**src/shared/lbw_defs.svh**
```systemverilog
// Register map, field positions, reset values and frame lengths
// Assumes a byte address on a plain strobe bus, 16-bit data
`ifndef LBW_DEFS_SVH
`define LBW_DEFS_SVH

// ==========================================================
// Register offsets
`define LBW_A_BAUD    8'h00
`define LBW_A_TXCTL   8'h04
`define LBW_A_RXSTAT  8'h08
`define LBW_A_RXDATA  8'h0C
`define LBW_A_TXDATA  8'h10
`define LBW_A_DIV     8'h14

// ==========================================================
// Field positions
`define LBW_B_AUTOBAUD_ENABLE   0
`define LBW_B_AUTOBAUD_OVERFLOW_FLAG  1
`define LBW_B_WAKE    2
`define LBW_B_RXIDLE  3
`define LBW_B_TRANSMIT_ENABLE    0
`define LBW_B_BREAK_SEND_BIT   1
`define LBW_B_TSEMP   2
`define LBW_B_TBEMP   3
`define LBW_B_SYNC    4
`define LBW_B_PEND    0
`define LBW_B_FRAMING_ERROR_FLAG    1

// ==========================================================
// Reset values and frame lengths
`define LBW_DIV_RST   16'h00D9
`define LBW_BRK_LEFT  4'hD
`define LBW_CHR_LEFT  4'h9
`define LBW_BRK_LOW   20'h0_000D
`define LBW_ABD_LAST  3'h4

`endif

```
**src/shared/lbw_pkg.sv**
```systemverilog
// State types of the serial wake and break logic
// Assumes nothing beyond the compile order
package lbw_pkg;
    typedef enum logic [1:0] {RX_IDLE, RX_START, RX_DATA, RX_STOP} lbw_rx_state_e;
    typedef enum logic [1:0] {AB_IDLE, AB_START, AB_COUNT} lbw_abd_state_e;
endpackage

```
**src/core/lbw_core.sv**
```systemverilog
// Serial port extensions: auto-baud end, wake on break, break send and receive
// Assumes a plain register port on clk_i and an asynchronous receive pin
`include "lbw_defs.svh"

// Notes on behaviour
// RULE1 - Reading receive data clears pending after auto-baud
// RULE2 - Software write clears auto-baud overflow flag
// RULE3 - Overflow stays set while auto-baud enabled
// RULE4 - Asleep: no character reception
// RULE5 - Wake detection only in asynchronous mode
// RULE6 - Wake enabled: receiver held idle
// RULE7 - Wake event is one falling receive edge
// RULE8 - Wake event sets receive pending flag
// RULE9 - Receive data read clears wake pending
// RULE10 - Rising edge ending break clears wake enable
// RULE11 - Non-zero character wakes at first rise
// RULE12 - Remote sends zero wake character, ten bits
// RULE13 - Software checks receiver idle before wake
// RULE14 - Break is start, twelve zeros, stop
// RULE15 - Data write with break-send starts break
// RULE16 - Break-send self clears after break stop bit
// RULE17 - Shift-empty status tracks break like characters
// RULE18 - Sync byte queued follows break directly
// RULE19 - Transmit buffer empty flag raised when empty
// RULE20 - Received break: pending, framing error, zero
// RULE21 - Wake detect, then next byte, two interrupts
// RULE22 - Auto-baud may be armed before sleep
// RULE23 - Sixteen-bit overflow; fifth rise ends measurement
// RULE24 - Auto-baud holds receiver idle until done
// RULE25 - Receive line synchronised before edge detection
module lbw_core
    import lbw_pkg::*;
(
    input  wire logic        clk_i,
    input  wire logic        rst_n_i,
    input  wire logic [7:0]  addr_i,
    input  wire logic [15:0] wdata_i,
    input  wire logic        wr_i,
    input  wire logic        rd_i,
    output logic      [15:0] rdata_o,
    input  wire logic        rxd_i,
    input  wire logic        sleep_i,
    output logic             txd_o,
    output logic             rx_pending_o,
    output logic             tx_buffer_empty_o,
    output logic             tx_shift_empty_o
);
    // ==========================================================
    // Receive line and edges
    logic rx_s;
    logic rx_prev_reg;
    logic rx_fall;
    logic rx_rise;

    // Pin passes two flops before edge logic [RULE25]
    lbw_sync u_rx_sync (
        .clk_i   (clk_i),
        .rst_n_i (rst_n_i),
        .d_i     (rxd_i),
        .q_o     (rx_s)
    );

    always_ff @(posedge clk_i or negedge rst_n_i) begin
        if (!rst_n_i) rx_prev_reg <= 1'b1;
        else rx_prev_reg <= rx_s;
    end

    assign rx_fall = rx_prev_reg & ~rx_s;
    assign rx_rise = ~rx_prev_reg & rx_s;

    // ==========================================================
    // Register decode and control bits
    logic        wr_baud, wr_txctl, wr_txdata, wr_div, rd_rxdata;
    logic        autobaud_enable_reg, autobaud_overflow_flag_reg;
    logic        wake_enable_reg, wake_seen_reg, transmit_enable_reg;
    logic        break_send_bit_reg, sync_mode_reg;
    logic [15:0] divisor_reg;
    logic [15:0] ab_cnt_reg;
    logic        rx_pending_flag_reg, framing_error_flag_reg;
    logic [7:0]  rx_data_reg;
    logic        wake_event, ab_done, ab_ovf_set, rx_done, tx_brk_done;

    assign wr_baud   = wr_i && (addr_i == `LBW_A_BAUD);
    assign wr_txctl  = wr_i && (addr_i == `LBW_A_TXCTL);
    assign wr_txdata = wr_i && (addr_i == `LBW_A_TXDATA);
    assign wr_div    = wr_i && (addr_i == `LBW_A_DIV);
    assign rd_rxdata = rd_i && (addr_i == `LBW_A_RXDATA);

    // Wake is refused in synchronous mode [RULE5]
    assign wake_event = wake_enable_reg && !sync_mode_reg && !wake_seen_reg && rx_fall; // [RULE7]

    // Wake enable: software write wins, ending rise clears it
    always_ff @(posedge clk_i or negedge rst_n_i) begin
        if (!rst_n_i) begin
            wake_enable_reg <= 1'b0;
            wake_seen_reg   <= 1'b0;
        end else begin
            if (wr_baud) wake_enable_reg <= wdata_i[`LBW_B_WAKE] & ~sync_mode_reg; // [RULE5]
            else if (wake_seen_reg && rx_rise) wake_enable_reg <= 1'b0; // [RULE10] [RULE11]
            if (!wake_enable_reg || (wake_seen_reg && rx_rise)) wake_seen_reg <= 1'b0;
            else if (wake_event) wake_seen_reg <= 1'b1;
        end
    end

    // Auto-baud enable, overflow flag and divisor
    always_ff @(posedge clk_i or negedge rst_n_i) begin
        if (!rst_n_i) begin
            autobaud_enable_reg        <= 1'b0;
            autobaud_overflow_flag_reg <= 1'b0;
            divisor_reg                <= `LBW_DIV_RST;
        end else begin
            if (wr_baud) autobaud_enable_reg <= wdata_i[`LBW_B_AUTOBAUD_ENABLE];
            else if (ab_done) autobaud_enable_reg <= 1'b0; // [RULE23]
            if (ab_ovf_set) autobaud_overflow_flag_reg <= 1'b1; // [RULE23]
            else if (wr_baud && !wdata_i[`LBW_B_AUTOBAUD_OVERFLOW_FLAG] && !autobaud_enable_reg
                     && !wdata_i[`LBW_B_AUTOBAUD_ENABLE])
                autobaud_overflow_flag_reg <= 1'b0; // [RULE2] [RULE3]
            if (wr_div) divisor_reg <= wdata_i;
            else if (ab_done) divisor_reg <= {3'h0, ab_cnt_reg[15:3]};
        end
    end

    // Transmit control bits; break-send self clears after stop bit
    always_ff @(posedge clk_i or negedge rst_n_i) begin
        if (!rst_n_i) begin
            transmit_enable_reg <= 1'b0;
            break_send_bit_reg  <= 1'b0;
            sync_mode_reg       <= 1'b0;
        end else if (wr_txctl) begin
            transmit_enable_reg <= wdata_i[`LBW_B_TRANSMIT_ENABLE];
            break_send_bit_reg  <= wdata_i[`LBW_B_BREAK_SEND_BIT];
            sync_mode_reg       <= wdata_i[`LBW_B_SYNC];
        end else if (tx_brk_done) begin
            break_send_bit_reg  <= 1'b0; // [RULE16]
        end
    end

    // Receive pending: any set wins over the read clear
    always_ff @(posedge clk_i or negedge rst_n_i) begin
        if (!rst_n_i) rx_pending_flag_reg <= 1'b0;
        else if (wake_event || ab_done || rx_done) rx_pending_flag_reg <= 1'b1; // [RULE8] [RULE21]
        else if (rd_rxdata) rx_pending_flag_reg <= 1'b0; // [RULE1] [RULE9]
    end

    // ==========================================================
    // Auto-baud measurement over the sync byte
    lbw_abd_state_e ab_state_reg;
    logic [2:0]     ab_edges_reg;
    logic           ab_run;

    // Held idle by wake and sleep so it follows the break [RULE22]
    assign ab_run     = autobaud_enable_reg && !wake_enable_reg && !sleep_i;
    assign ab_done    = (ab_state_reg == AB_COUNT) && rx_rise && (ab_edges_reg == `LBW_ABD_LAST);
    assign ab_ovf_set = (ab_state_reg == AB_COUNT) && (ab_cnt_reg == 16'hFFFF);

    always_ff @(posedge clk_i or negedge rst_n_i) begin
        if (!rst_n_i) begin
            ab_state_reg <= AB_IDLE;
            ab_cnt_reg   <= 16'h0000;
            ab_edges_reg <= 3'h0;
        end else if (!ab_run) begin
            ab_state_reg <= AB_IDLE;
        end else begin
            case (ab_state_reg)
                AB_IDLE:  if (rx_fall) ab_state_reg <= AB_START;
                AB_START: if (rx_rise) begin
                    ab_cnt_reg   <= 16'h0001;
                    ab_edges_reg <= 3'h1;
                    ab_state_reg <= AB_COUNT;
                end
                AB_COUNT: begin
                    ab_cnt_reg <= ab_cnt_reg + 16'h0001; // Wraps past overflow [RULE23]
                    if (rx_rise) ab_edges_reg <= ab_edges_reg + 3'h1;
                    if (ab_done) ab_state_reg <= AB_IDLE;
                end
                default:  ab_state_reg <= AB_IDLE;
            endcase
        end
    end

    // ==========================================================
    // Character receiver, 8N1, mid-bit sampling
    lbw_rx_state_e rx_state_reg;
    logic [15:0]   rx_cnt_reg;
    logic [2:0]    rx_bit_reg;
    logic [7:0]    rx_shift_reg;
    logic          rx_run;

    // Held idle by sleep, wake and auto-baud [RULE4] [RULE6] [RULE24]
    assign rx_run  = !sleep_i && !wake_enable_reg && !autobaud_enable_reg;
    assign rx_done = (rx_state_reg == RX_STOP) && (rx_cnt_reg == 16'h0000);

    always_ff @(posedge clk_i or negedge rst_n_i) begin
        if (!rst_n_i) begin
            rx_state_reg <= RX_IDLE;
            rx_cnt_reg   <= 16'h0000;
            rx_bit_reg   <= 3'h0;
            rx_shift_reg <= 8'h00;
        end else if (!rx_run) begin
            rx_state_reg <= RX_IDLE;
        end else begin
            if (rx_cnt_reg != 16'h0000) rx_cnt_reg <= rx_cnt_reg - 16'h0001;
            case (rx_state_reg)
                RX_IDLE: if (rx_fall) begin
                    rx_cnt_reg   <= divisor_reg >> 1;
                    rx_state_reg <= RX_START;
                end
                RX_START: if (rx_cnt_reg == 16'h0000) begin
                    rx_cnt_reg   <= divisor_reg - 16'h0001;
                    rx_bit_reg   <= 3'h0;
                    rx_state_reg <= rx_s ? RX_IDLE : RX_DATA;
                end
                RX_DATA: if (rx_cnt_reg == 16'h0000) begin
                    rx_shift_reg <= {rx_s, rx_shift_reg[7:1]};
                    rx_bit_reg   <= rx_bit_reg + 3'h1;
                    rx_cnt_reg   <= divisor_reg - 16'h0001;
                    if (rx_bit_reg == 3'h7) rx_state_reg <= RX_STOP;
                end
                RX_STOP: if (rx_done) rx_state_reg <= RX_IDLE;
                default: rx_state_reg <= RX_IDLE;
            endcase
        end
    end

    // Data and framing error land with the pending flag [RULE20]
    always_ff @(posedge clk_i or negedge rst_n_i) begin
        if (!rst_n_i) begin
            rx_data_reg            <= 8'h00;
            framing_error_flag_reg <= 1'b0;
        end else if (rx_run && rx_done) begin
            rx_data_reg            <= rx_shift_reg;
            framing_error_flag_reg <= ~rx_s;
        end
    end

    // ==========================================================
    // Transmitter: one buffer byte and a shifter
    logic [7:0]  tx_buf_reg;
    logic        tx_buf_empty_reg, tx_buf_brk_reg;
    logic        tx_idle_reg, tx_brk_reg, txd_reg;
    logic [12:0] tx_shift_reg;
    logic [3:0]  tx_left_reg;
    logic [15:0] tx_cnt_reg;
    logic        tx_load, brk_queued, tx_bit_end;

    assign tx_load     = !tx_buf_empty_reg && tx_idle_reg && transmit_enable_reg;
    assign brk_queued  = (!tx_buf_empty_reg && tx_buf_brk_reg) || (!tx_idle_reg && tx_brk_reg);
    assign tx_bit_end  = !tx_idle_reg && (tx_cnt_reg == 16'h0000);
    assign tx_brk_done = tx_bit_end && (tx_left_reg == 4'h0) && tx_brk_reg;

    // Buffer: a write while full is dropped; empty flag [RULE19]
    always_ff @(posedge clk_i or negedge rst_n_i) begin
        if (!rst_n_i) begin
            tx_buf_reg       <= 8'h00;
            tx_buf_empty_reg <= 1'b1;
            tx_buf_brk_reg   <= 1'b0;
        end else if (wr_txdata && tx_buf_empty_reg) begin
            tx_buf_reg       <= wdata_i[7:0];
            tx_buf_empty_reg <= 1'b0;
            // Only the first write after break-send is a break [RULE15] [RULE18]
            tx_buf_brk_reg   <= break_send_bit_reg && !brk_queued;
        end else if (tx_load) begin
            tx_buf_empty_reg <= 1'b1; // [RULE19]
        end
    end

    // Shifter: start bit, then data or twelve zeros, then stop
    always_ff @(posedge clk_i or negedge rst_n_i) begin
        if (!rst_n_i) begin
            tx_idle_reg  <= 1'b1;
            tx_brk_reg   <= 1'b0;
            txd_reg      <= 1'b1;
            tx_shift_reg <= 13'h0000;
            tx_left_reg  <= 4'h0;
            tx_cnt_reg   <= 16'h0000;
        end else if (tx_load) begin
            tx_idle_reg  <= 1'b0; // [RULE17]
            tx_brk_reg   <= tx_buf_brk_reg;
            txd_reg      <= 1'b0;
            tx_cnt_reg   <= divisor_reg - 16'h0001;
            if (tx_buf_brk_reg) begin
                tx_shift_reg <= {1'b1, 12'h000}; // Value written is ignored [RULE14] [RULE15]
                tx_left_reg  <= `LBW_BRK_LEFT;
            end else begin
                tx_shift_reg <= {4'h0, 1'b1, tx_buf_reg};
                tx_left_reg  <= `LBW_CHR_LEFT;
            end
        end else if (tx_bit_end) begin
            tx_cnt_reg <= divisor_reg - 16'h0001;
            if (tx_left_reg == 4'h0) begin
                tx_idle_reg <= 1'b1; // [RULE17]
                txd_reg     <= 1'b1;
            end else begin
                txd_reg      <= tx_shift_reg[0];
                tx_shift_reg <= tx_shift_reg >> 1;
                tx_left_reg  <= tx_left_reg - 4'h1;
            end
        end else if (!tx_idle_reg) begin
            tx_cnt_reg <= tx_cnt_reg - 16'h0001;
        end
    end

    // ==========================================================
    // Read port: data in the cycle after the strobe
    always_ff @(posedge clk_i or negedge rst_n_i) begin
        if (!rst_n_i) rdata_o <= 16'h0000;
        else if (rd_i) begin
            case (addr_i)
                `LBW_A_BAUD:   rdata_o <= {12'h000, rx_state_reg == RX_IDLE, wake_enable_reg,
                                           autobaud_overflow_flag_reg, autobaud_enable_reg};
                `LBW_A_TXCTL:  rdata_o <= {11'h000, sync_mode_reg, tx_buf_empty_reg,
                                           tx_idle_reg, break_send_bit_reg, transmit_enable_reg};
                `LBW_A_RXSTAT: rdata_o <= {14'h0000, framing_error_flag_reg, rx_pending_flag_reg};
                `LBW_A_RXDATA: rdata_o <= {8'h00, rx_data_reg};
                `LBW_A_DIV:    rdata_o <= divisor_reg;
                default:       rdata_o <= 16'h0000;
            endcase
        end else rdata_o <= 16'h0000;
    end

    assign txd_o             = txd_reg;
    assign rx_pending_o      = rx_pending_flag_reg;
    assign tx_buffer_empty_o = tx_buf_empty_reg;
    assign tx_shift_empty_o  = tx_idle_reg;

    // ==========================================================
    // Assertions
    logic [19:0] low_run_reg;

    // Length of the current low run on the transmit line
    always_ff @(posedge clk_i or negedge rst_n_i) begin
        if (!rst_n_i) low_run_reg <= 20'h0_0000;
        else if (txd_reg) low_run_reg <= 20'h0_0000;
        else low_run_reg <= low_run_reg + 20'h0_0001;
    end
endmodule

```
**src/core/lbw_sync.sv**
```systemverilog
// Two-stage synchroniser for the receive line
// Assumes an idle-high line; resets to high
module lbw_sync (
    input  wire logic clk_i,
    input  wire logic rst_n_i,
    input  wire logic d_i,
    output logic      q_o
);
    logic meta_reg;

    // First stage is read only by the second
    always_ff @(posedge clk_i or negedge rst_n_i) begin
        if (!rst_n_i) begin
            meta_reg <= 1'b1;
            q_o      <= 1'b1;
        end else begin
            meta_reg <= d_i;
            q_o      <= meta_reg;
        end
    end
endmodule

```
**config.mk**
```make
export PLATFORM = sky130hd
export DESIGN_NAME = lbw_core
export DESIGN_NICKNAME = d
export VERILOG_FILES = /design/src/shared/lbw_pkg.sv /design/src/core/lbw_core.sv /design/src/core/lbw_sync.sv
export VERILOG_INCLUDE_DIRS = /design/src /design/src/shared
export SDC_FILE = /design/constraint.sdc
export NUM_CORES = 1
export LEC_CHECK = 0
export ABC_AREA = 1
export ABC_CLOCK_PERIOD_IN_PS = 1650
export BUFFER_PORTS_ARGS = -buffer_cell sky130_fd_sc_hd__clkbuf_2
export CAP_MARGIN = 20
export CORE_MARGIN = 2
export CORE_UTILIZATION = 49
export CTS_BUF_LIST = sky130_fd_sc_hd__clkbuf_2 sky130_fd_sc_hd__clkbuf_4 sky130_fd_sc_hd__clkbuf_8
export CTS_CLUSTER_SIZE = 28
export DETAILED_ROUTE_END_ITERATION = 12
export PLACE_DENSITY_LB_ADDON = 0.25
export SKIP_CTS_REPAIR_TIMING = 1
export SLEW_MARGIN = 20
export SYNTH_ARGS = -nofsm -noshare
export SYNTH_HDL_FRONTEND = slang
export SYNTH_SLANG_ARGS = --single-unit
export TNS_END_PERCENT = 100
```
**constraint.sdc**
```tcl
create_clock -name clk_i -period 1.65 [get_ports clk_i]
set_clock_uncertainty 0.1 [all_clocks]
set_input_delay 0.33 -clock clk_i [delete_from_list [all_inputs] [get_ports clk_i]]
set_output_delay 0.33 -clock clk_i [all_outputs]
set_load 0.02 [all_outputs]
```
=== Word-level counts from Yosys, hierarchy flattened ===
Cells that the tools add are included.

* Add/subtract/negate cells: 7
* Eq/ne operators: 27
* Muxes and demuxes: 59
* Bitwise gates (word level): 6
* Reductions and logical operators: 72

{| class="wikitable"
|+ Operators by type and width
! operator !! count
|-
| $mux W16 || 10
|-
| $pmux W16 S5 || 1
|-
| $pmux W16 S2 || 2
|-
| $mux W13 || 4
|-
| $sub A16 B1 Y16 const B || 3
|-
| $logic_not A16 Y1 || 2
|-
| $logic_and A1 B1 Y1 || 30
|-
| $ne A3 B3 Y1 const B || 8
|-
| $reduce_bool A2 Y1 || 12
|-
| $mux W1 || 20
|-
| $mux W2 || 10
|-
| $add A16 B1 Y16 const B || 1
|-
| $eq A16 B16 Y1 const B || 1
|-
| $eq A8 B4 Y1 const B || 2
|-
| $eq A8 B5 Y1 const B || 2
|-
| $reduce_bool A16 Y1 || 1
|-
| $mux W3 || 5
|-
| $mux W4 || 3
|-
| $pmux W3 S2 || 2
|-
| $logic_not A1 Y1 || 10
|-
| $ne A2 B2 Y1 const B || 5
|-
| $reduce_and A3 Y1 || 3
|-
| $eq A8 B3 Y1 const B || 1
|-
| $logic_not A8 Y1 || 1
|-
| other kinds (17) || 32
|}

* Flip-flop bits (word level): 148
* Input bits: 30
* Output and inout port bits: 20
* Logic and storage cells: 202

=== Longest topological paths before layout ===
* Depth after elaboration: 7
* Gate-level depth with buffers: 13

=== Cells and area by module ===
A second synthesis with hierarchy kept.

* Cell total of the unflattened synthesis: 1012
* Area, all modules: 8099.0 um^2

{| class="wikitable"
|+ Modules (own cells, without submodules)
! module !! instances !! cells an instance !! area each (um^2) !! sequential area each (um^2)
|-
| lbw_core || 1 || 1010 || 8046.5 || 3664.8
|-
| lbw_sync || 1 || 2 || 52.6 || 52.6
|}

=== Least setup slack after synthesis ===
Ideal clock, no wire load.

* Kind: reg2reg
* Start: register tx_buf_empty_reg, in the netlist tx_buffer_empty_o
* End: register tx_buf_reg[6]
* Arrival time: 1.582 ns
* Data required time: 1.433 ns
* Setup slack: -0.149 ns
* Stages on the path, launching flop included: 7
* Path buffers: 2
* Cell sequence: dfstp_2 > inv_1 > or4_1 > buf_2 > buf_6 > nand2_1 > o21ai_2

* Longest elaborated chain between the ends: 1

{| class="wikitable"
|+ RTL lines
! what !! RTL line !! text
|-
| start: declaration || lbw_core.sv:239 || <nowiki>logic tx_buf_empty_reg, tx_buf_brk_reg;</nowiki>
|-
| start signal: assignment || lbw_core.sv:255 || <nowiki>tx_buf_empty_reg <= 1'b1;</nowiki>
|-
| start signal: assignment || lbw_core.sv:259 || <nowiki>tx_buf_empty_reg <= 1'b0;</nowiki>
|-
| start signal: assignment || lbw_core.sv:263 || <nowiki>tx_buf_empty_reg <= 1'b1;</nowiki>
|-
| $logic_and A1 B1 Y1 || lbw_core.sv:257 || <nowiki>end else if (wr_txdata && tx_buf_empty_reg) begin</nowiki>
|-
| end signal: assignment || lbw_core.sv:258 || <nowiki>tx_buf_reg <= wdata_i[7:0];</nowiki>
|-
| end: declaration || lbw_core.sv:238 || <nowiki>logic [7:0] tx_buf_reg;</nowiki>
|}

No other way between the ends.
A chain may end at the register's enable or synchronous reset.

=== Final worst setup path ===
* Start: register u_rx_sync.q_o
* End: register ab_cnt_reg[11]

* Longest elaborated chain between the ends: 3

{| class="wikitable"
|+ RTL lines
! what !! RTL line !! text
|-
| start: declaration || lbw_sync.sv:7 || <nowiki>output logic q_o</nowiki>
|-
| start signal: assignment || lbw_sync.sv:18 || <nowiki>q_o <= meta_reg;</nowiki>
|-
| $and A1 B1 Y1 || lbw_core.sv:69 || <nowiki>assign rx_rise = ~rx_prev_reg & rx_s;</nowiki>
|-
| $ne A2 B2 Y1 (no line) || - ||
|-
| $reduce_and A3 Y1 (no line) || - ||
|-
| end signal: assignment || lbw_core.sv:172 || <nowiki>ab_cnt_reg <= ab_cnt_reg + 16'h0001;</nowiki>
|-
| end: declaration || lbw_core.sv:78 || <nowiki>logic [15:0] ab_cnt_reg;</nowiki>
|}

No other way between the ends.

==> reports/metrics.yaml <==
io_buffers: 49
max_freq_ghz: 0.514
grtUsageTotal_pct: 26.1
pwr-share-comb_pct: 39.2
start_kind: "flop"
min_to: "wake_enable_reg"
maxSlewViolCount: 0
p_sw_share_pct: 37.3
drive_gt1_share_pct: 45.7
cp_num_buf_inv: 1
cp_data_required_time_ns: 1.94
p_total_mw: 11.8
rrSetupSlack_ns: -0.30
power_density_nw_per_um2: 978
cpMaxStageDelayCell: "dfstp_2"
diodes: 0
h-tree-depth: 4
place_congestion: 0.984
cts_num_sinks: 148
rr_endpoint: "ab_cnt_reg[11]"
clockBufferDepth: 2
drv_cap: 0
drc: 0
p_seq_share_pct: 37.0
r2r_start: "u_rx_sync.q_o"
antenna_found_initial: 0
netlist_instances: 1012
synth-seq-cells: 148
status: "finished, violations left"
timing_hold_violations_final: 0
cts_tree: "yes"
layout.nets: 1325
cts_root_buf: "clkbuf_8"
rows: 47
period_needed_ns: 1.95
fin_crit_sh_pct: 118
slowest_delay_ns: 0.56
synth-seq-area-share_pct: 45.9
insertion_delay_ns: 0.48
hp-start: "wdata_i[2]"
path_max_fanout: 4
ios: 50
yosysWarnings: 0
ant_nets: 0
whs_path_depth: 3
via_per_inst: 5.60
die-width_um: 133
grt_pass1_vias: 7456
ir_worst_vdd_uv: 660
dr.first_iter.drc_count: 801
cts_buffers: 17
grt_max_degree: 49
pre_cts_slack_ns: -0.156
areaGrowthSynthToFinish_pct: 49.4
hp-class: "in -> reg"
worst_slack_ns: -0.295
clk_pin_slew_ns: 0.09
fillers: 1111
die_h_um: 133
leakage_nw: 5.70
rsz0062_at_grt: "true"
crit_type: "reg -> reg"
tightestPinTransition_ns: 0.439
post-dp-hpwl_mm: 17.1
p_int_mw: 7.42
drt_wl_total_mm: 27.5
failed_checks: "setup timing"
cp_cell_sequence: "inv_2 -> nor2_4 -> nand2_2 -> nor2_4 -> nor2_4 -> nor2_4 -> nand2_4 -> o21bai_1 -> nor3b_2"
avgRoutedWirePerCell_um: 18.2
drtPass1Iterations: 6
overflow: 0
r2r_cells: 9
synth-edff-count: 0
endpoint_kind: "flop"
final_cell_area_um2: 12100
cp.arrival_ns: 2.24
coreArea_um2: 16300
syn_nets: 1057
clkPwrFrac_pct: 23.8
synth.avg_cell_area_um2: 8.00
start_util_pct: 49.5
switchingPower_mw: 4.41
postPlaceCellArea_um2: 9960
max_slew_margin_pct: 70.5
ys.flop_type: "dfrtp_1"
cp_top_family: "simple AND/OR/NAND/NOR gates"
die-area_um2: 17600
whs_ns: 0.0339
async_flop_share_pct: 100
netlist_area_um2: 8100
yosysUniqueCellTypes: 49
crit_top_cell: "nor2_4"
vias: 8473
setup_viol: 108
grt_pass1_wl_mm: 36.3
==> cells in the mapped netlist, drive strengths merged, types with 2 or more instances <==
master  count  area share [%]
xor2       21             2.3
nor3       18             1.4
buf        20             1.7
a31oi       5            0.39
o31ai       4            0.37
dfrtp     137              42
a22oi       6            0.56
a211oi      2            0.19
o21ai     101             6.7
nor2      126             7.0
ha         15             2.3
o22ai      12            0.93
o221ai      9            0.97
dfstp      11             3.6
o211ai     19             1.9
inv       135             6.3
xnor2       4            0.43
nor4        5            0.39
nand3      61             3.8
nand2     221              11
a21oi      45             2.8
nand3b      2            0.19
clkbuf      6            0.28
o21bai      3            0.28
nand4      13             1.0
==> routing by layer <==
metal  wire, µm  vias up  global-route usage [%]
met5          0        -                       0
met4        975        0                    9.50
met3       1770       83                    4.94
met2      14100      388                    42.9
met1      10600     4108                    34.7
li1           -     3894                       -
==> layout make-up <==
cell class | instances | area [µm²] | area share, %
Multi-Input combinational cell | 709 | 4980 | 41.2
Clock buffer | 17 | 234 | 1.93
Clock inverter | 15 | 148 | 1.22
Tap cell | 220 | 275 | 2.28
Sequential cell | 148 | 3720 | 30.7
Inverter | 136 | 536 | 4.43
Timing Repair Buffer | 267 | 2200 | 18.2
Timing Repair inverter | 1 | 7.51 | 0.0621
==> through the flow <==
step                      TNS (ns)  cells  util (%)
after global placement       -6.18   1435      60.9
after global routing        -20.54   1513      74.0
after CTS                    -9.90   1467      63.2
after detailed placement     -7.91   1435      60.9
final                       -13.87   1513      74.0
after floorplan             -0.732   1012         -
==> power by group through the flow <==
stage	logic (mW)	registers (mW)	clock network [mW]
floorplan	1.81	4.44	0
global placement	3.46	4.37	0
detailed placement	3.52	4.38	0
CTS	3.54	4.32	2.81
global route	5.02	4.42	2.96
finish	4.64	4.38	2.82
==> kinds of logic after synthesis <==
group / Yosys count / share of synthesized area [%]
flip-flops: 148 / 45.9
multiplexers: 2 / 0.263
buffers and inverters: 162 / 8.30
AND/OR/NAND/NOR: 449 / 25.0
adder cells (fa/ha/maj): 15 / 2.32
AO/OA/AOI/OAI: 211 / 15.6
XOR/XNOR: 25 / 2.70
==> worst reg2reg max path, cell delays in order, from the launching register on <==
cell and delay [ns]:
dfstp_2 0.56, inv_2 0.06, nor2_4 0.10, nand2_2 0.07
nor2_4 0.19, nor2_4 0.08, nor2_4 0.18, nand2_4 0.10
o21bai_1 0.20, nor3b_2 0.23
==> placed cells by master, fill, tap and decap left out, types with 22 or more instances in the layout <==
cell type	synthesis	layout
a21oi_1	44	32
buf_4	3	169
buf_6	5	37
clkbuf_2	0	46
dfrtp_1	137	137
inv_1	123	105
inv_2	12	22
nand2_1	207	146
nand2_2	11	54
nand3_1	60	35
nor2_1	104	74
nor2_4	8	33
o21ai_0	68	29
o21ai_1	24	36
o21ai_2	9	33
==> worst max path at each step <==
stage                            startpoint         endpoint  slack [ns]  cells after the start
after CTS                    tx_cnt_reg[12]  tx_shift_reg[6]       -0.19                     11
final                         u_rx_sync.q_o   ab_cnt_reg[11]       -0.30                      9
after detailed placement    rx_state_reg[1]    rx_cnt_reg[9]       -0.16                     10
after floorplan           tx_buffer_empty_o    tx_buf_reg[6]       -0.09                      6
after global routing          u_rx_sync.q_o   ab_cnt_reg[11]       -0.34                      9
after global placement        tx_cnt_reg[7]  tx_shift_reg[8]       -0.14                     11
(Power assumes the default switching activity.)
